==> src/inc/cdg_pkg.sv <==
package cdg_pkg;

	localparam int          ADDR_W         = 28;
	localparam int          DATA_W         = 32;
	localparam int          SRC_N          = 8;

	// register byte addresses
	localparam logic [27:0] OFF_CORE_SEL   = 28'hFFFE000;
	localparam logic [27:0] OFF_ASYNC_SEL  = 28'hFFFE004;
	localparam logic [27:0] OFF_RT_SEL     = 28'hFFFE008;
	localparam logic [27:0] OFF_DISABLE    = 28'hFFFE00C;
	localparam logic [27:0] OFF_PERIPH_DIV = 28'hFFFE010;
	localparam logic [27:0] OFF_SLIP_CFG   = 28'hFFFE014;
	localparam logic [27:0] OFF_STATUS     = 28'hFFFE018;
	localparam logic [27:0] OFF_MASK       = 28'hFFFE01C;
	localparam logic [27:0] OFF_SRC_EN     = 28'hFFFE020;
	localparam logic [27:0] OFF_ST_DIV     = 28'hFFFE108;

	// source numbers
	localparam logic [2:0]  SRC_OSC        = 3'h0;
	localparam logic [3:0]  ASRC_PERIPH    = 4'h9;

	// reset values
	localparam logic [7:0]  SRC_EN_RST     = 8'h31;
	localparam logic [9:0]  DISABLE_RST    = 10'h000;

	// disable bits
	localparam int          DIS_CPU        = 0;
	localparam int          DIS_SYS        = 1;
	localparam int          DIS_PER1       = 2;
	localparam int          DIS_PER2       = 3;
	localparam int          DIS_ASYNC      = 4;
	localparam int          DIS_RT         = 6;
	localparam int          DIS_PER4       = 9;

	// field positions
	localparam int          RT_DIV_LSB     = 8;
	localparam int          PDIV_PER2_LSB  = 2;
	localparam int          PDIV_PER4_LSB  = 4;

	// peripheral divide codes
	localparam logic [1:0]  PDIV_1         = 2'h0;
	localparam logic [1:0]  PDIV_2         = 2'h1;
	localparam logic [1:0]  PDIV_16        = 2'h2;
	localparam logic [4:0]  RATIO_1        = 5'h01;
	localparam logic [4:0]  RATIO_2        = 5'h02;
	localparam logic [4:0]  RATIO_16       = 5'h10;

	// status bits
	localparam int          STS_SLIP       = 0;
	localparam int          STS_SWITCH     = 1;

	typedef enum logic [1:0] {
		SW_RUN  = 2'b01,
		SW_WAIT = 2'b10
	} cdg_sw_t;

endpackage

==> src/logic/cdg_tick_div.sv <==
`timescale 1ns/10ps
module cdg_tick_div
(
	input  wire logic       clock,
	input  wire logic       nrst,
	input  wire logic       inTick,
	input  wire logic [4:0] ratio,
	input  wire logic       enable,
	output logic            outTick
);

	logic [4:0] cnt_r;
	logic [4:0] cnt_nxt;
	logic [4:0] ratio_r;
	logic [4:0] ratio_nxt;
	logic       en_r;
	logic       en_nxt;
	logic       tick_r;
	logic       tick_nxt;

	////////////////////////////////////////////////////////////////////////
	// boundary-only update
	// ratio and gate are only taken at a period wrap, so no short pulse
	always_comb
	begin
		cnt_nxt   = cnt_r;
		ratio_nxt = ratio_r;
		en_nxt    = en_r;
		tick_nxt  = 1'b0;
		if (inTick)
		begin
			if (cnt_r == 5'h00)
				tick_nxt = en_r;
			if (cnt_r + 5'h01 >= ratio_r)
			begin
				cnt_nxt   = 5'h00;
				ratio_nxt = (ratio == 5'h00) ? 5'h01 : ratio;
				en_nxt    = enable;
			end
			else
				cnt_nxt = cnt_r + 5'h01;
		end
	end

	always_ff @(posedge clock or negedge nrst)
	begin
		if (!nrst)
		begin
			cnt_r   <= 5'h00;
			ratio_r <= 5'h01;
			en_r    <= 1'b1;
			tick_r  <= 1'b0;
		end
		else
		begin
			cnt_r   <= cnt_nxt;
			ratio_r <= ratio_nxt;
			en_r    <= en_nxt;
			tick_r  <= tick_nxt;
		end
	end

	assign outTick = tick_r;

endmodule

==> src/logic/cdg_clock_domain_generator.sv <==
`timescale 1ns/10ps
module cdg_clock_domain_generator
(
	input  wire logic        clock,
	input  wire logic        nrst,
	input  wire logic [27:0] addr,
	input  wire logic [31:0] wrData,
	input  wire logic        wrStrobe,
	input  wire logic        rdStrobe,
	output logic      [31:0] rdData,
	input  wire logic        main_osc_input,
	input  wire logic        pllClock,
	input  wire logic        external_clock_input1,
	input  wire logic        external_clock_input2,
	input  wire logic        lfLpoClock,
	input  wire logic        hfLpoClock,
	input  wire logic        pllSlip,
	input  wire logic        cpu_logic_selftest,
	output logic             systemBusTick,
	output logic             cpu_clock,
	output logic             cpu_clock_delayed,
	output logic             selftestTick,
	output logic             periph_clock_primary,
	output logic             periph_clock_secondary,
	output logic             periph_clock_fourth,
	output logic             async_periph_clock,
	output logic             realtime_irq_clock,
	output logic             deviceResetReq,
	output logic             irq
);

	////////////////////////////////////////////////////////////////////////
	// registers
	logic [2:0]  coreSel_r;
	logic [2:0]  coreSel_nxt;
	logic [3:0]  asyncSel_r;
	logic [3:0]  asyncSel_nxt;
	logic [3:0]  rtSel_r;
	logic [3:0]  rtSel_nxt;
	logic [1:0]  rtDiv_r;
	logic [1:0]  rtDiv_nxt;
	logic [9:0]  disable_r;
	logic [9:0]  disable_nxt;
	logic [5:0]  pDiv_r;
	logic [5:0]  pDiv_nxt;
	logic        slipRstEn_r;
	logic        slipRstEn_nxt;
	logic [1:0]  status_r;
	logic [1:0]  status_nxt;
	logic [1:0]  mask_r;
	logic [1:0]  mask_nxt;
	logic [7:0]  srcEn_r;
	logic [7:0]  srcEn_nxt;
	logic [2:0]  stDiv_r;
	logic [2:0]  stDiv_nxt;
	logic [31:0] rd_r;
	logic [31:0] rd_nxt;
	logic        slipEvt;
	logic        switchEvt;

	always_comb
	begin
		coreSel_nxt   = coreSel_r;
		asyncSel_nxt  = asyncSel_r;
		rtSel_nxt     = rtSel_r;
		rtDiv_nxt     = rtDiv_r;
		disable_nxt   = disable_r;
		pDiv_nxt      = pDiv_r;
		slipRstEn_nxt = slipRstEn_r;
		mask_nxt      = mask_r;
		srcEn_nxt     = srcEn_r;
		stDiv_nxt     = stDiv_r;
		status_nxt    = status_r;
		rd_nxt        = 32'h00000000;
		if (wrStrobe)
		begin
			case (addr)
				cdg_pkg::OFF_CORE_SEL:   coreSel_nxt = wrData[2:0];
				cdg_pkg::OFF_ASYNC_SEL:  asyncSel_nxt = wrData[3:0];
				cdg_pkg::OFF_RT_SEL:
				begin
					rtSel_nxt = wrData[3:0];
					rtDiv_nxt = wrData[cdg_pkg::RT_DIV_LSB +: 2];
				end
				cdg_pkg::OFF_DISABLE:    disable_nxt = wrData[9:0];
				cdg_pkg::OFF_PERIPH_DIV: pDiv_nxt = wrData[5:0];
				cdg_pkg::OFF_SLIP_CFG:   slipRstEn_nxt = wrData[0];
				cdg_pkg::OFF_MASK:       mask_nxt = wrData[1:0];
				cdg_pkg::OFF_SRC_EN:     srcEn_nxt = wrData[7:0];
				cdg_pkg::OFF_ST_DIV:     stDiv_nxt = wrData[2:0];
				default:                 ;
			endcase
		end
		if (rdStrobe)
		begin
			case (addr)
				cdg_pkg::OFF_CORE_SEL:   rd_nxt = {29'h0, coreSel_r};
				cdg_pkg::OFF_ASYNC_SEL:  rd_nxt = {28'h0, asyncSel_r};
				cdg_pkg::OFF_RT_SEL:
					rd_nxt = {22'h0, rtDiv_r, 4'h0, rtSel_r};
				cdg_pkg::OFF_DISABLE:    rd_nxt = {22'h0, disable_r};
				cdg_pkg::OFF_PERIPH_DIV: rd_nxt = {26'h0, pDiv_r};
				cdg_pkg::OFF_SLIP_CFG:   rd_nxt = {31'h0, slipRstEn_r};
				cdg_pkg::OFF_STATUS:
				begin
					rd_nxt     = {30'h0, status_r};
					status_nxt = 2'h0;
				end
				cdg_pkg::OFF_MASK:       rd_nxt = {30'h0, mask_r};
				cdg_pkg::OFF_SRC_EN:     rd_nxt = {24'h0, srcEn_r};
				cdg_pkg::OFF_ST_DIV:     rd_nxt = {29'h0, stDiv_r};
				default:                 rd_nxt = 32'h00000000;
			endcase
		end
		// a new event beats a clearing read in the same cycle
		if (slipEvt)
			status_nxt[cdg_pkg::STS_SLIP] = 1'b1;
		if (switchEvt)
			status_nxt[cdg_pkg::STS_SWITCH] = 1'b1;
	end

	always_ff @(posedge clock or negedge nrst)
	begin
		if (!nrst)
		begin
			coreSel_r   <= cdg_pkg::SRC_OSC;
			asyncSel_r  <= cdg_pkg::ASRC_PERIPH;
			rtSel_r     <= cdg_pkg::ASRC_PERIPH;
			rtDiv_r     <= 2'h0;
			disable_r   <= cdg_pkg::DISABLE_RST;
			pDiv_r      <= 6'h00;
			slipRstEn_r <= 1'b0;
			mask_r      <= 2'h0;
			srcEn_r     <= cdg_pkg::SRC_EN_RST;
			stDiv_r     <= 3'h0;
			status_r    <= 2'h0;
			rd_r        <= 32'h00000000;
		end
		else
		begin
			coreSel_r   <= coreSel_nxt;
			asyncSel_r  <= asyncSel_nxt;
			rtSel_r     <= rtSel_nxt;
			rtDiv_r     <= rtDiv_nxt;
			disable_r   <= disable_nxt;
			pDiv_r      <= pDiv_nxt;
			slipRstEn_r <= slipRstEn_nxt;
			mask_r      <= mask_nxt;
			srcEn_r     <= srcEn_nxt;
			stDiv_r     <= stDiv_nxt;
			status_r    <= status_nxt;
			rd_r        <= rd_nxt;
		end
	end

	assign rdData = rd_r;
	assign irq    = |(status_r & mask_r);

	////////////////////////////////////////////////////////////////////////
	// source synchronisers and edge detect
	logic [7:0] srcPins;
	logic [7:0] sync1_r;
	logic [7:0] sync2_r;
	logic [7:0] sync3_r;
	logic [7:0] srcRise;
	logic       slip1_r;
	logic       slip2_r;
	logic       slip3_r;

	// reserved sources 2 and 6 never tick
	assign srcPins = {external_clock_input2, 1'b0, hfLpoClock, lfLpoClock,
		external_clock_input1, 1'b0, pllClock, main_osc_input};

	always_ff @(posedge clock or negedge nrst)
	begin
		if (!nrst)
		begin
			sync1_r <= 8'h00;
			sync2_r <= 8'h00;
			sync3_r <= 8'h00;
			slip1_r <= 1'b0;
			slip2_r <= 1'b0;
			slip3_r <= 1'b0;
		end
		else
		begin
			sync1_r <= srcPins;
			sync2_r <= sync1_r;
			sync3_r <= sync2_r;
			slip1_r <= pllSlip;
			slip2_r <= slip1_r;
			slip3_r <= slip2_r;
		end
	end

	// no validity check
	// an enabled source counts as good; only its enable bit gates it
	assign srcRise = sync2_r & ~sync3_r & srcEn_r;
	assign slipEvt = slip2_r & ~slip3_r;

	////////////////////////////////////////////////////////////////////////
	// glitch-free core switch
	// the old source finishes its period before the new one takes over
	cdg_pkg::cdg_sw_t swState_r;
	cdg_pkg::cdg_sw_t swState_nxt;
	logic [2:0]       curSel_r;
	logic [2:0]       curSel_nxt;
	logic             baseTick;

	always_comb
	begin
		swState_nxt = swState_r;
		curSel_nxt  = curSel_r;
		switchEvt   = 1'b0;
		case (swState_r)
			cdg_pkg::SW_RUN:
				if (coreSel_r != curSel_r)
					swState_nxt = cdg_pkg::SW_WAIT;
			cdg_pkg::SW_WAIT:
				// a disabled old source must not hang the switch
				if (srcRise[curSel_r] || !srcEn_r[curSel_r])
				begin
					curSel_nxt  = coreSel_r;
					swState_nxt = cdg_pkg::SW_RUN;
					switchEvt   = 1'b1;
				end
			default:
				swState_nxt = cdg_pkg::SW_RUN;
		endcase
	end

	always_ff @(posedge clock or negedge nrst)
	begin
		if (!nrst)
		begin
			swState_r <= cdg_pkg::SW_RUN;
			curSel_r  <= cdg_pkg::SRC_OSC;
		end
		else
		begin
			swState_r <= swState_nxt;
			curSel_r  <= curSel_nxt;
		end
	end

	assign baseTick = srcRise[curSel_r] && (swState_r == cdg_pkg::SW_RUN);

	////////////////////////////////////////////////////////////////////////
	// ratio decode
	function automatic logic [4:0] pRatio(input logic [1:0] code);
		case (code)
			cdg_pkg::PDIV_2:  pRatio = cdg_pkg::RATIO_2;
			cdg_pkg::PDIV_16: pRatio = cdg_pkg::RATIO_16;
			default:          pRatio = cdg_pkg::RATIO_1;
		endcase
	endfunction

	logic [4:0] cpuRatio;
	logic [4:0] stRatio;
	logic [4:0] rtRatio;
	logic       cpuTick;
	logic       per1Tick;
	logic       asyncBase;
	logic       rtBase;
	logic [1:0] dlySh_r;
	logic [1:0] dlySh_nxt;
	logic       dly_r;
	logic       dly_nxt;

	assign cpuRatio = cpu_logic_selftest ? {2'h0, stDiv_r} + 5'h01
		: cdg_pkg::RATIO_1;
	assign stRatio = cdg_pkg::RATIO_2;
	assign rtRatio = 5'(5'h01 << rtDiv_r);

	// one bus tick for all modules
	cdg_tick_div u_sys
	(
		.clock   (clock),
		.nrst    (nrst),
		.inTick  (baseTick),
		.ratio   (cdg_pkg::RATIO_1),
		.enable  (!disable_r[cdg_pkg::DIS_SYS]),
		.outTick (systemBusTick)
	);

	cdg_tick_div u_cpu
	(
		.clock   (clock),
		.nrst    (nrst),
		.inTick  (baseTick),
		.ratio   (cpuRatio),
		.enable  (!disable_r[cdg_pkg::DIS_CPU]),
		.outTick (cpuTick)
	);

	assign cpu_clock = cpuTick;

	// two-cycle lag
	// same divided stream shifted by two bus periods, so gate and divide follow
	always_comb
	begin
		dlySh_nxt = dlySh_r;
		dly_nxt   = 1'b0;
		if (baseTick)
		begin
			dlySh_nxt = {dlySh_r[0], 1'b0};
			dly_nxt   = dlySh_r[1];
		end
		if (cpuTick)
			dlySh_nxt[0] = 1'b1;
	end

	always_ff @(posedge clock or negedge nrst)
	begin
		if (!nrst)
		begin
			dlySh_r <= 2'h0;
			dly_r   <= 1'b0;
		end
		else
		begin
			dlySh_r <= dlySh_nxt;
			dly_r   <= dly_nxt;
		end
	end

	assign cpu_clock_delayed = dly_r;

	cdg_tick_div u_stc
	(
		.clock   (clock),
		.nrst    (nrst),
		.inTick  (cpuTick),
		.ratio   (stRatio),
		.enable  (cpu_logic_selftest),
		.outTick (selftestTick)
	);

	// divide by 1, 2 or 16
	cdg_tick_div u_per1
	(
		.clock   (clock),
		.nrst    (nrst),
		.inTick  (baseTick),
		.ratio   (pRatio(pDiv_r[1:0])),
		.enable  (!disable_r[cdg_pkg::DIS_PER1]),
		.outTick (per1Tick)
	);

	assign periph_clock_primary = per1Tick;

	// secondary ratio relation is left to software
	cdg_tick_div u_per2
	(
		.clock   (clock),
		.nrst    (nrst),
		.inTick  (baseTick),
		.ratio   (pRatio(pDiv_r[cdg_pkg::PDIV_PER2_LSB +: 2])),
		.enable  (!disable_r[cdg_pkg::DIS_PER2]),
		.outTick (periph_clock_secondary)
	);

	cdg_tick_div u_per4
	(
		.clock   (clock),
		.nrst    (nrst),
		.inTick  (baseTick),
		.ratio   (pRatio(pDiv_r[cdg_pkg::PDIV_PER4_LSB +: 2])),
		.enable  (!disable_r[cdg_pkg::DIS_PER4]),
		.outTick (periph_clock_fourth)
	);

	// async source select
	// selecting a source number above 7 other than primary gives no clock
	assign asyncBase = (asyncSel_r == cdg_pkg::ASRC_PERIPH) ? per1Tick
		: (!asyncSel_r[3] && srcRise[asyncSel_r[2:0]]);

	cdg_tick_div u_async
	(
		.clock   (clock),
		.nrst    (nrst),
		.inTick  (asyncBase),
		.ratio   (cdg_pkg::RATIO_1),
		.enable  (!disable_r[cdg_pkg::DIS_ASYNC]),
		.outTick (async_periph_clock)
	);

	// realtime select, divide, gate
	// source rate limit is left to software
	assign rtBase = (rtSel_r == cdg_pkg::ASRC_PERIPH) ? per1Tick
		: (!rtSel_r[3] && srcRise[rtSel_r[2:0]]);

	cdg_tick_div u_rt
	(
		.clock   (clock),
		.nrst    (nrst),
		.inTick  (rtBase),
		.ratio   (rtRatio),
		.enable  (!disable_r[cdg_pkg::DIS_RT]),
		.outTick (realtime_irq_clock)
	);

	////////////////////////////////////////////////////////////////////////
	// reset on slip
	logic rstReq_r;
	logic rstReq_nxt;

	always_comb
	begin
		rstReq_nxt = slipEvt && slipRstEn_r;
	end

	always_ff @(posedge clock or negedge nrst)
	begin
		if (!nrst)
			rstReq_r <= 1'b0;
		else
			rstReq_r <= rstReq_nxt;
	end

	assign deviceResetReq = rstReq_r;

endmodule

==> config.mk <==
export PLATFORM = sky130hd
export DESIGN_NAME = cdg_clock_domain_generator
export DESIGN_NICKNAME = d
export VERILOG_FILES = /design/src/inc/cdg_pkg.sv /design/src/logic/cdg_tick_div.sv /design/src/logic/cdg_clock_domain_generator.sv
export SDC_FILE = /design/constraint.sdc
export NUM_CORES = 1
export LEC_CHECK = 0
export BUFFER_PORTS_ARGS = -buffer_cell sky130_fd_sc_hd__buf_2
export CORE_MARGIN = 2
export CORE_UTILIZATION = 52
export DETAILED_ROUTE_END_ITERATION = 16
export PLACE_DENSITY = 0.76
export RECOVER_POWER = 25
export SLEW_MARGIN = 20
export SYNTH_ARGS = -nofsm -noshare
export SYNTH_HDL_FRONTEND = slang
export SYNTH_SLANG_ARGS = --single-unit
==> constraint.sdc <==
create_clock -name clock -period 2.1 [get_ports clock]
set_input_delay 0.525 -clock clock [delete_from_list [all_inputs] [get_ports clock]]
set_output_delay 0.525 -clock clock [all_outputs]
set_load 0.005 [all_outputs]
# --- Word-level counts from Yosys, hierarchy flattened ---
# Index checks and enable logic that the tools add are counted.
classes:
  muxes: 57
  eq_ne: 23
  magnitude_cmp: 11
  reduce_logical: 55
  add_sub_neg: 9
  bitwise: 6
  mul: 0
  div: 0
  shifts: 1
op_table:
  columns: ["op", "n"]
  rows:
  - ["$eq A28 B28 Y1 const B", 10]
  - ["$pmux W10 S10", 1]
  - ["$logic_not A5 Y1", 13]
  - ["$mux W5", 12]
  - ["$reduce_and A2 Y1", 21]
  - ["$add A5 B1 Y5 const B", 8]
  - ["$pmux W5 S2", 3]
  - ["$mux W1", 29]
  - ["$ge A5 B5 Y1", 5]
  - ["$and A8 B8 Y8", 2]
  - ["$bmux W1 S3", 4]
  - ["$lt A3 B4 Y1 const B", 3]
  - ["$ge A5 B1 Y1 const B", 2]
  - ["$logic_not A1 Y1", 10]
  - ["$mux W10", 1]
  - ["$reduce_bool A2 Y1", 5]
  - ["$eq A2 B1 Y1 const B", 4]
  - ["$eq A2 B2 Y1 const B", 4]
  - ["$eq A4 B4 Y1 const B", 2]
  - ["$mux W2", 4]
  - ["$mux W4", 2]
  - ["$not A8 Y8", 1]
  - ["$ge A5 B2 Y1", 1]
  - ["$shl A1 B2 Y5 const A", 1]
  - ["10 further kinds", 14]
word_totals:
  out_inout_bits: 43
  reg_bits: 190
  in_bits: 72
  latch_bits: 0
  ramBits: 0
  mem_bits_ro: 0
  n_memories: 0
  word_cells: 217

# --- Logic depth before layout (Yosys ltp) ---
# Gate-level depths: netlist of the first run.
logic_depth:
  ltp_word: 10
  mapped_depth: 8
  mapped_depth_nobuf: 8

# --- Cells and area by module ---
# From an unflattened synthesis of the first run, not the netlist that was laid out.
unflattened:
  cells_unflattened: 865
  area_unflattened_um2: 9745.6
by_module_without_submodules:
  columns: ["mod", "cells_each", "n_inst", "area_per_inst_um2", "seq_area_each_um2"]
  rows:
  - ["cdg_tick_div at u_async ...", 62, 7, 690.7, 302.8]
  - ["cdg_clock_domain_generator", 364, 1, 4189.0, 2137.0]
  - ["cdg_tick_div at u_sys", 67, 1, 721.9, 302.8]

# --- Least setup slack after synthesis of the first run ---
# OpenSTA, ideal clock, no wires.
synth_path:
  path_kind: "register to register"
  startpoint: "reg u_per4.cnt_r[0]"
  endpoint: "reg u_per4.ratio_r[1]"
  setup_time_ps: 125
  arrival_time_ps: 2143
  stages_incl_launch_ff: 9
  path_buffers: 0
  slack_ps: -168
  synth_period_minus_slack_ps: 2268
  required_time_ps: 1975
  path_cell_list: "dfrtp_1 ha_1 nand3_1 xnor2_1 ha_1 o31a_1 a221o_1 nand2_1 mux2_2"
synth_between:
  elab_chain_cells: 3
synth_lines:
  columns: ["item", "line_no", "source"]
  rows:
  - ["start: declaration", "cdg_tick_div.sv:12", "logic [4:0] cnt_r;"]
  - ["start signal: assignment", "cdg_tick_div.sv:56", "cnt_r <= cnt_nxt;"]
  - ["$add A5 B1 Y5", "cdg_tick_div.sv:34", "if (cnt_r + 5'h01 >= ratio_r)"]
  - ["$ge A5 B5 Y1", "cdg_tick_div.sv:34", null]
  - ["$reduce_and A2 Y1 (no line)", null, null]
  - ["end signal: assignment", "cdg_tick_div.sv:57", "ratio_r <= ratio_nxt;"]
  - ["end: declaration", "cdg_tick_div.sv:14", "logic [4:0] ratio_r;"]
# No other way between the ends.
# A chain may end at the register's enable or synchronous reset.

# --- Final worst setup path of the first run ---
layout_path:
  startpoint: "reg u_per1.cnt_r[1]"
  endpoint: "reg u_per1.ratio_r[4]"
layout_between:
  elab_chain_cells: 3
layout_lines:
  columns: ["item", "line_no"]
  rows:
  - ["start: declaration", "cdg_tick_div.sv:12"]
  - ["start signal: assignment", "cdg_tick_div.sv:56"]
  - ["$add A5 B1 Y5", "cdg_tick_div.sv:34"]
  - ["$ge A5 B5 Y1", "cdg_tick_div.sv:34"]
  - ["$reduce_and A2 Y1 (no line)", null]
  - ["end signal: assignment", "cdg_tick_div.sv:57"]
  - ["end: declaration", "cdg_tick_div.sv:14"]
# No other way between the ends.

==> metrics, run 1 <==
Fmax=0.4576 GHz; top-level I/O count=115; EDFF count, synth=0; Non-Filler Instances=1,078; CTS Buf Count=17; clock buffer depth=2; final net count=967; Netlist cell types=81; register area=4036 sq um; hold_buf cts=0; synth top area cells=dfrtp_1, mux2_2, dfstp_2, ha_1, inv_1; clk_skew=0.01052 ns; final core utilization=66.29%; WL final=19,970 um; worst r2r src=u_per1.cnt_r[1]; Mapped Cells=698; Pwr Density=631.7 nW/um^2; DRC viols=0; Port Buffers=70; violated checks=setup timing; initial DRC count=474; Vias=6,151; CTS tree=yes; synth warn=0; commonest non-fill, non-tap cells in the layout=dfrtp_1, buf_4, buf_2; Hold Worst Slack=0.1916 ns; Overall Power=0.006413 W; clk root buf=clkbuf_16; DIE AREA=16,770 sq um; CP required=2.42 ns; routability cong.=0.9911; RR Endpoint=u_per1.ratio_r[4]; Setup Crit Path Kind=reg -> reg; Max transition margin=9.953%; # Max-Cap Violations=0; Avg WL per Cell=18.52 um; Max Slew Vio Count=0; Tightest Hold Check Type=in -> reg; post-route minimum period=2.186 ns; status=finished with violations; initial antenna violation count=1; Synth Flop Type=dfrtp_1; Comb power frac=3.4%; CP startpoint=u_per1.cnt_r[1]; clock transition at the registers of the reported paths=0.07 ns; Multi-input gate area=4074 sq um; share of cells above drive strength 1=37.64%; post-route setup slack=-0.08555 ns; Post-DP HPWL=13,970 um; Core ar.=15,310 sq um; final hold vios=0; worst-margin pin slew=1.351 ns; crit end category=flop; #FFs+latches synth=160; Die Width=129.5 um; RSZ-0062 raised after global routing=true; clock power share=48.1%; register share of total power=48.6%; final-report setup violation count=18; Sw Ratio=22.86%; P_sw=0.001466 W; initial core utilization=53.46%; Fillers=1,113; first-pass GRT wire length=31,420 um; vias in the first global route=6,256; Clock Sinks=160; Worst Setup EP=u_per1.ratio_r[4]; FF-to-FF path depth=8; leakage power=4.857 nW; fin crit share=104.1%; Post-Syn Area=8188 sq um; Die Ht=129.5 um; Cells after DPL=1,036; critical path peak fanout=4; VDD IR max=0.5986 mV; post-route ant nets=0; worst skew pair latency=0.44 ns; Startpoint Class=flop; Pre-Repair DR Iteration Count=5; most common cell after layout, fill and taps aside=dfrtp_1; worst reg-to-reg setup slack=-0.09 ns; total grt overflow=0; H-Tree Depth=4; internal power=0.004947 W; area grow syn2layout=23.99%; sequential fraction of the synthesis area=49.24%; leading area contributor after synthesis=dfrtp_1; FP Rows=45; largest net degree at the start of global routing=54; Post-synth ARST share=100.0%; GR Util All Layers=24.29%; Arr. time, crit path=2.50 ns; share of the synthesized area in the top cell type=42.18%; Mapped Avg Cell Area=11.73 sq um; Avg Vias per Cell=5.706
-- power by group through the flow --
stage | Combinational [W] | Sequential, W | Clock [W]
after CTS | 0.000222 | 0.00311 | 0.00312
after floorplan | 0.0000802 | 0.00317 | 0
after global placement | 0.000213 | 0.00317 | 0
after global routing | 0.000241 | 0.00312 | 0.00327
final | 0.000216 | 0.00311 | 0.00308
after detailed placement | 0.000221 | 0.00317 | 0
-- worst max-delay path, stage by stage (launching register included) --
cell	delay (ns)
dfrtp_1	0.41
ha_4	0.17
nand3_4	0.08
xnor2_2	0.15
ha_1	0.30
o31a_1	0.11
a221o_1	0.38
nand2_2	0.15
mux2_4	0.31
-- worst min path at each step --
stage,startpoint,to,slack (ns),cells past startpoint
after CTS,nrst,dlySh_r[0],0.05,1
after global routing,hfLpoClock,sync1_r[5],0.18,1
after detailed placement,sync1_r[5],sync2_r[5],0.33,0
final,main_osc_input,sync1_r[0],0.19,1
after floorplan,nrst,asyncSel_r[1],0.23,0
after global placement,sync1_r[4],sync2_r[4],0.33,0
-- Yosys cell counts (all sizes together), types with 5 or more instances --
master  count
a21oi       7
a221o       6
a22o       13
a22oi       6
and2       11
and3        7
and4        7
and4b       6
buf        30
dfrtp     138
dfstp      22
ha         42
inv        53
mux2       61
mux2i      16
mux4        5
nand2      28
nand2b     15
nand3      23
nand3b     11
nand4      14
nor2       40
nor2b      12
nor3       13
nor3b       5
o211ai      8
o21ai      20
xnor2       6
xor2        7
-- timing repair --
action | in CTS | in global routing
resized for setup | 15 | 21
endpoints found under the setup margin | 34 | 44
buffers inserted | 1 | 8
pin swaps | 21 | 13
gates cloned | 0 | 0
-- per-stage QoR --
| step | instance area, sq um | setup slack, ns | TNS (ns) |
|---|---|---|---|
| detailed placement | 9334 | -0.2082 | -6.519 |
| CTS | 10020 | -0.09415 | -0.7594 |
| finish | 10150 | -0.08555 | -0.7566 |
| global route | 10150 | -0.1524 | -2.745 |
| floorplan | 8388 | -0.03514 | -0.2913 |
| global placement | 9334 | -0.1185 | -2.622 |
-- logic make-up after synthesis --
kind of cell / after synthesis / share of synthesized area [%]
and+or+nand+nor: 213 / 16.05
muxes: 82 / 11.95
AOI/OAI and AO/OA: 100 / 9.581
DFF: 160 / 49.24
other: 1 / 0.04580
buffers and inverters: 87 / 5.333
adders and majority gates: 42 / 6.418
xor gates and xnor gates: 13 / 1.391
-- per-layer routing --
| layer | track usage [%] | vias to the layer above | wire (um) |
|---|---|---|---|
| met1 | 30.72 | 3118 | 8335 |
| met4 | 9.488 | 0 | 586 |
| met2 | 41.05 | 188 | 10210 |
| met3 | 5.202 | 51 | 834 |
| met5 | 0 | - | 0 |
| li1 | - | 2794 | - |
-- cell type report --
class	count	share of cell area (%)
multi-input cells	472	40.13
clock buffers	18	4.227
clock inverters	14	1.578
diodes	1	0.02465
flip-flops and latches	160	39.76
well taps	211	2.600
inverters	53	1.960
repair buffers	149	9.724
-- state kept, by name, summed over array words and instances (netlist names), 6 cells and up --
| register | count |
|---|---|
| disable_r | 10 |
| srcEn_r | 8 |
| pDiv_r | 6 |
| rdData | 10 |
| sync3_r | 6 |
| sync2_r | 6 |
| sync1_r | 6 |
No activity file was read; power rests on OpenSTA's default activity.
==> run 2: changes to the inputs <==
--- a/config.mk
+++ b/config.mk
@@ -10,8 +10,7 @@
 export CORE_UTILIZATION = 52
 export DETAILED_ROUTE_END_ITERATION = 16
 export PLACE_DENSITY = 0.76
-export RECOVER_POWER = 25
-export SLEW_MARGIN = 20
+export RECOVER_POWER = 100
 export SYNTH_ARGS = -nofsm -noshare
 export SYNTH_HDL_FRONTEND = slang
 export SYNTH_SLANG_ARGS = --single-unit
==> run 2 against run 1 <==
The run still ends with setup timing left. First-iteration DRC count rose by 3.6%. Sequential power is essentially flat. Hold slack gained 0.0014 ns. Via count down 0.29%. Count of clock-buffer cells in the layout is the same. Critical path type unchanged. Critical path depth stayed put. Clock power barely moved. Die area unchanged. Combinational power is 3% lower. Highest routed layer unchanged. Fmax about the same. Global-route usage stayed put. Routed wire length hardly changed.
==> metrics, run 2 (same netlist as run 1, synthesis figures left out) <==
Pre-Repair DR Iteration Count=5; final hold vios=0; Core ar.=15,310 sq um; CTS Buf Count=17; Max transition margin=12.35%; Avg Vias per Cell=5.689; Post-DP HPWL=13,970 um; post-route ant nets=0; CTS tree=yes; Setup Crit Path Kind=reg -> reg; clock transition at the registers of the reported paths=0.06 ns; leakage power=4.754 nW; share of cells above drive strength 1=34.41%; Port Buffers=70; worst skew pair latency=0.44 ns; initial core utilization=53.46%; Avg WL per Cell=18.52 um; total grt overflow=0; FP Rows=45; clock buffer depth=2; violated checks=setup timing; crit end category=flop; Pwr Density=637.1 nW/um^2; hold path depth=1; vias in the first global route=6,256; initial antenna violation count=1; GR Util All Layers=24.29%; routability cong.=0.9911; Startpoint Class=flop; critical path peak fanout=4; clk_skew=0.01122 ns; final-report setup violation count=27; RSZ-0062 raised after global routing=true; worst reg-to-reg setup slack=-0.09 ns; fin crit share=104.1%; DIE AREA=16,770 sq um; Tightest Hold Check Type=in -> reg; Overall Power=0.006406 W; DRC viols=0; first-pass GRT wire length=31,420 um; WL final=19,970 um; Vias=6,133; final net count=967; initial DRC count=491; VDD IR max=0.5963 mV; worst-margin pin slew=1.315 ns; post-route minimum period=2.185 ns; CP required=2.41 ns; Die Ht=129.5 um; # Max-Cap Violations=0; area grow syn2layout=22.80%; FF-to-FF path depth=8; clk root buf=clkbuf_16; Arr. time, crit path=2.50 ns; most common cell after layout, fill and taps aside=dfrtp_1; commonest non-fill, non-tap cells in the layout=dfrtp_1, buf_4, buf_2; post-route setup slack=-0.08509 ns; largest net degree at the start of global routing=54; Clock Sinks=160; Fmax=0.4576 GHz; Max Slew Vio Count=0; Die Width=129.5 um; H-Tree Depth=4; pre-CTS setup slack=-0.2082 ns; status=finished with violations; hold_buf cts=0; top-level I/O count=115
## run 2: changes by cell type in the layout (fill, tap and decap cells not counted), moves of 4 or more
cell / previous run / this run
and2_0: 0 / 4
and2_1: 11 / 7
buf_2: 69 / 55
buf_4: 71 / 57
clkbuf_1: 1 / 22
clkbuf_2: 1 / 6
## run 2: area by class of cell
type	count	area, sq um
Clock inverter	14	160.2
Antenna cell	1	2.502
Timing Repair Buffer	149	918.4
Sequential cell	160	4036
Inverter	53	198.9
Clock buffer	18	429.2
Fill cell	1138	5260
Tap cell	211	264.0
Multi-Input combinational cell	472	4045
## run 2: repair_timing
item,in CTS,in global routing
setup endpoints to repair,34,44
resized for setup,15,21
endpoints found under the hold margin,0,0
buffers inserted,1,8
pin swaps,21,13
cloned,0,0
## run 2: layer usage
layer	global-route usage, %	share of wire, %	vias up
li1	-	-	2781
met1	30.72	41	3091
met2	41.05	51	211
met3	5.202	4.9	50
met4	9.488	3.0	0
met5	0	0	-
## run 2: power breakdown
part           switching (W)  internal (W)
clock                0.00131       0.00177
combinational       0.000142     0.0000674
sequential         0.0000101       0.00310
total                0.00146       0.00494
## run 2: path summary, 6_finish.rpt
check	startpoint	end
worst min-delay path	main_osc_input	sync1_r[0]
worst max register to register	u_per1.cnt_r[1]	u_per1.ratio_r[4]
max in group asynchronous	nrst	sync1_r[4]
worst min register to register	slip1_r	slip2_r
min in group asynchronous	nrst	dlySh_r[1]
worst max-delay path	u_per1.cnt_r[1]	u_per1.ratio_r[4]
## run 2: worst max-delay path, stage by stage, from the launching register on
cell	delay, ns
dfrtp_1	0.41
ha_4	0.17
nand3_4	0.08
xnor2_2	0.15
ha_1	0.30
o31a_1	0.11
a221o_1	0.38
nand2_2	0.15
mux2_4	0.31
## run 2: per-stage QoR
step / hold WS, ns / setup TNS (ns) / instances / instance area (sq um) / utilization, %
after CTS: 0.05412 / -0.7594 / 1069 / 10020 / 65.43
after global placement: 0.3310 / -2.622 / 1036 / 9334 / 60.95
final: 0.1929 / -0.8442 / 1078 / 10050 / 65.65
after floorplan: 0.2294 / -0.2913 / 719 / 8388 / -
after detailed placement: 0.3347 / -6.519 / 1036 / 9334 / 60.95
after global routing: 0.1786 / -5.596 / 1078 / 10050 / 65.65
==> run 3: changes to the inputs <==
--- a/config.mk
+++ b/config.mk
@@ -5,7 +5,7 @@
 export SDC_FILE = /design/constraint.sdc
 export NUM_CORES = 1
 export LEC_CHECK = 0
-export BUFFER_PORTS_ARGS = -buffer_cell sky130_fd_sc_hd__buf_2
+export BUFFER_PORTS_ARGS = -buffer_cell sky130_fd_sc_hd__clkbuf_2
 export CORE_MARGIN = 2
 export CORE_UTILIZATION = 52
 export DETAILED_ROUTE_END_ITERATION = 16
==> run 3 against run 2 <==
The run still ends with setup timing left. Sequential power about the same. Clock skew decreased by 0.0046 ns. Critical path type unchanged. Register-to-register slack about the same. Core utilization increased by 0.27 points. Critical path depth did not move. First-iteration DRC count decreased by 6.3%. Sequential share of layout area fell by 0.15 points. Hold slack improved by 0.018 ns. Final cell count up 0.37%. Largest cell class unchanged. Non-clock buffer count grew 5.
==> metrics, run 3 (same netlist as run 1, synthesis figures left out) <==
routability cong.=0.9398; Setup Crit Path Kind=reg -> reg; clock transition at the registers of the reported paths=0.06 ns; first-pass GRT wire length=30,960 um; Post-DP HPWL=13,870 um; Avg Vias per Cell=5.657; placed inst area=9374 sq um; DRC viols=0; initial core utilization=53.46%; Clock Sinks=160; Pwr Density=620.7 nW/um^2; VDD IR max=0.5594 mV; clk_skew=0.006632 ns; # Max-Cap Violations=0; fin crit share=104.6%; max incr delay on CP=0.38 ns; Core ar.=15,310 sq um; total grt overflow=0; final core utilization=65.92%; Port Buffers=70; FP Rows=45; critical path peak fanout=4; Fillers=1,172; Overall Power=0.006267 W; critical path's slowest cell=dfrtp_1; TNS Setup=-1.103 ns; Vias=6,121; GR Util All Layers=23.72%; Top delay family on crit path=adder cells; design area=10,100 sq um; Max transition margin=51.86%; initial DRC count=460; crit end category=flop; WL final=19,310 um; Fmax=0.4554 GHz; final net count=972; clk root buf=clkbuf_16; min-delay src=pllSlip; post-route ant nets=0; CTS tree=yes; clock buffer depth=2; register area=4038 sq um; CP required=2.40 ns; Pre-Repair DR Iteration Count=4; worst r2r src=u_per4.cnt_r[1]; commonest non-fill, non-tap cells in the layout=dfrtp_1, buf_4, clkbuf_2; CP startpoint=u_per4.cnt_r[1]; Multi-input gate area=4056 sq um; Buf/Inv on CP=0; RSZ-0062 raised after global routing=true; final hold vios=0; post-route minimum period=2.196 ns; Max Slew Vio Count=0; Die Width=129.5 um; DIE AREA=16,770 sq um; Startpoint Class=flop; post-route setup slack=-0.09568 ns; Avg WL per Cell=17.85 um; Die Ht=129.5 um; status=finished with violations; top-level I/O count=115; final-report setup violation count=25; diodes inserted=0; H-Tree Depth=4; crit path cell chain=ha_2 > nand3_4 > xnor2_2 > ha_1 > o31a_1 > a221o_1 > nand2_2 > mux2_4; most common cell after layout, fill and taps aside=dfrtp_1; largest net degree at the start of global routing=57; vias in the first global route=6,270; Arr. time, crit path=2.50 ns; leakage power=4.749 nW; worst skew pair latency=0.42 ns; violated checks=setup timing; Tightest Hold Check Type=in -> reg; initial antenna violation count=0; worst-margin pin slew=0.7221 ns; CTS Buf Count=17; share of cells above drive strength 1=35.25%; area grow syn2layout=23.30%
## run 3: metal layers
metal | global-route usage, % | routed length [um] | vias to the layer above
met1 | 30.20 | 8015 | 3112
met5 | 0 | 0 | -
met2 | 40.00 | 9966 | 163
li1 | - | - | 2813
met4 | 9.488 | 488 | 0
met3 | 4.748 | 843 | 33
## run 3: repair_timing
| item | CTS | global route |
|---|---|---|
| endpoints found under the hold margin | 22 | 0 |
| resized for setup | 18 | 39 |
| hold buffers | 1 | 0 |
| setup buffers | 6 | 5 |
| setup endpoints to repair | 36 | 43 |
| pin swaps | 17 | 14 |
## run 3: final timing paths
check                               endpoint  slack (ns)  cells after the start
max                        u_per4.ratio_r[4]        -0.1                      8
min                                  slip1_r        0.21                      1
max reg2reg                u_per4.ratio_r[4]        -0.1                      8
min reg2reg                       sync2_r[5]        0.35                      0
max in group asynchronous      u_rt.cnt_r[2]        0.19                      3
min in group asynchronous    u_per2.cnt_r[1]        0.70                      2
## run 3: power by group
part / switching [W] / internal, W / leakage (nW) / total (W)
registers: 0.0000108 / 0.00310 / 2.09 / 0.00312
clock network: 0.00128 / 0.00166 / 0.267 / 0.00294
logic: 0.000138 / 0.0000719 / 2.39 / 0.000210
## run 3: cell type report
type / count / area share [%]
sequential: 160 / 39.99
timing repair buffer: 154 / 9.667
tap: 211 / 2.615
multi-input combinational: 472 / 40.18
clock buffer: 19 / 4.288
clock inverter: 13 / 1.289
inverter: 53 / 1.971
## run 3: through the flow
step	hold slack [ns]	setup slack, ns	std cells
floorplan	0.2294	-0.03514	719
global placement	0.3312	-0.1181	1038
detailed placement	0.3347	-0.1770	1038
CTS	0.1933	-0.06813	1077
global route	0.1829	-0.1631	1082
finish	0.2109	-0.09568	1082
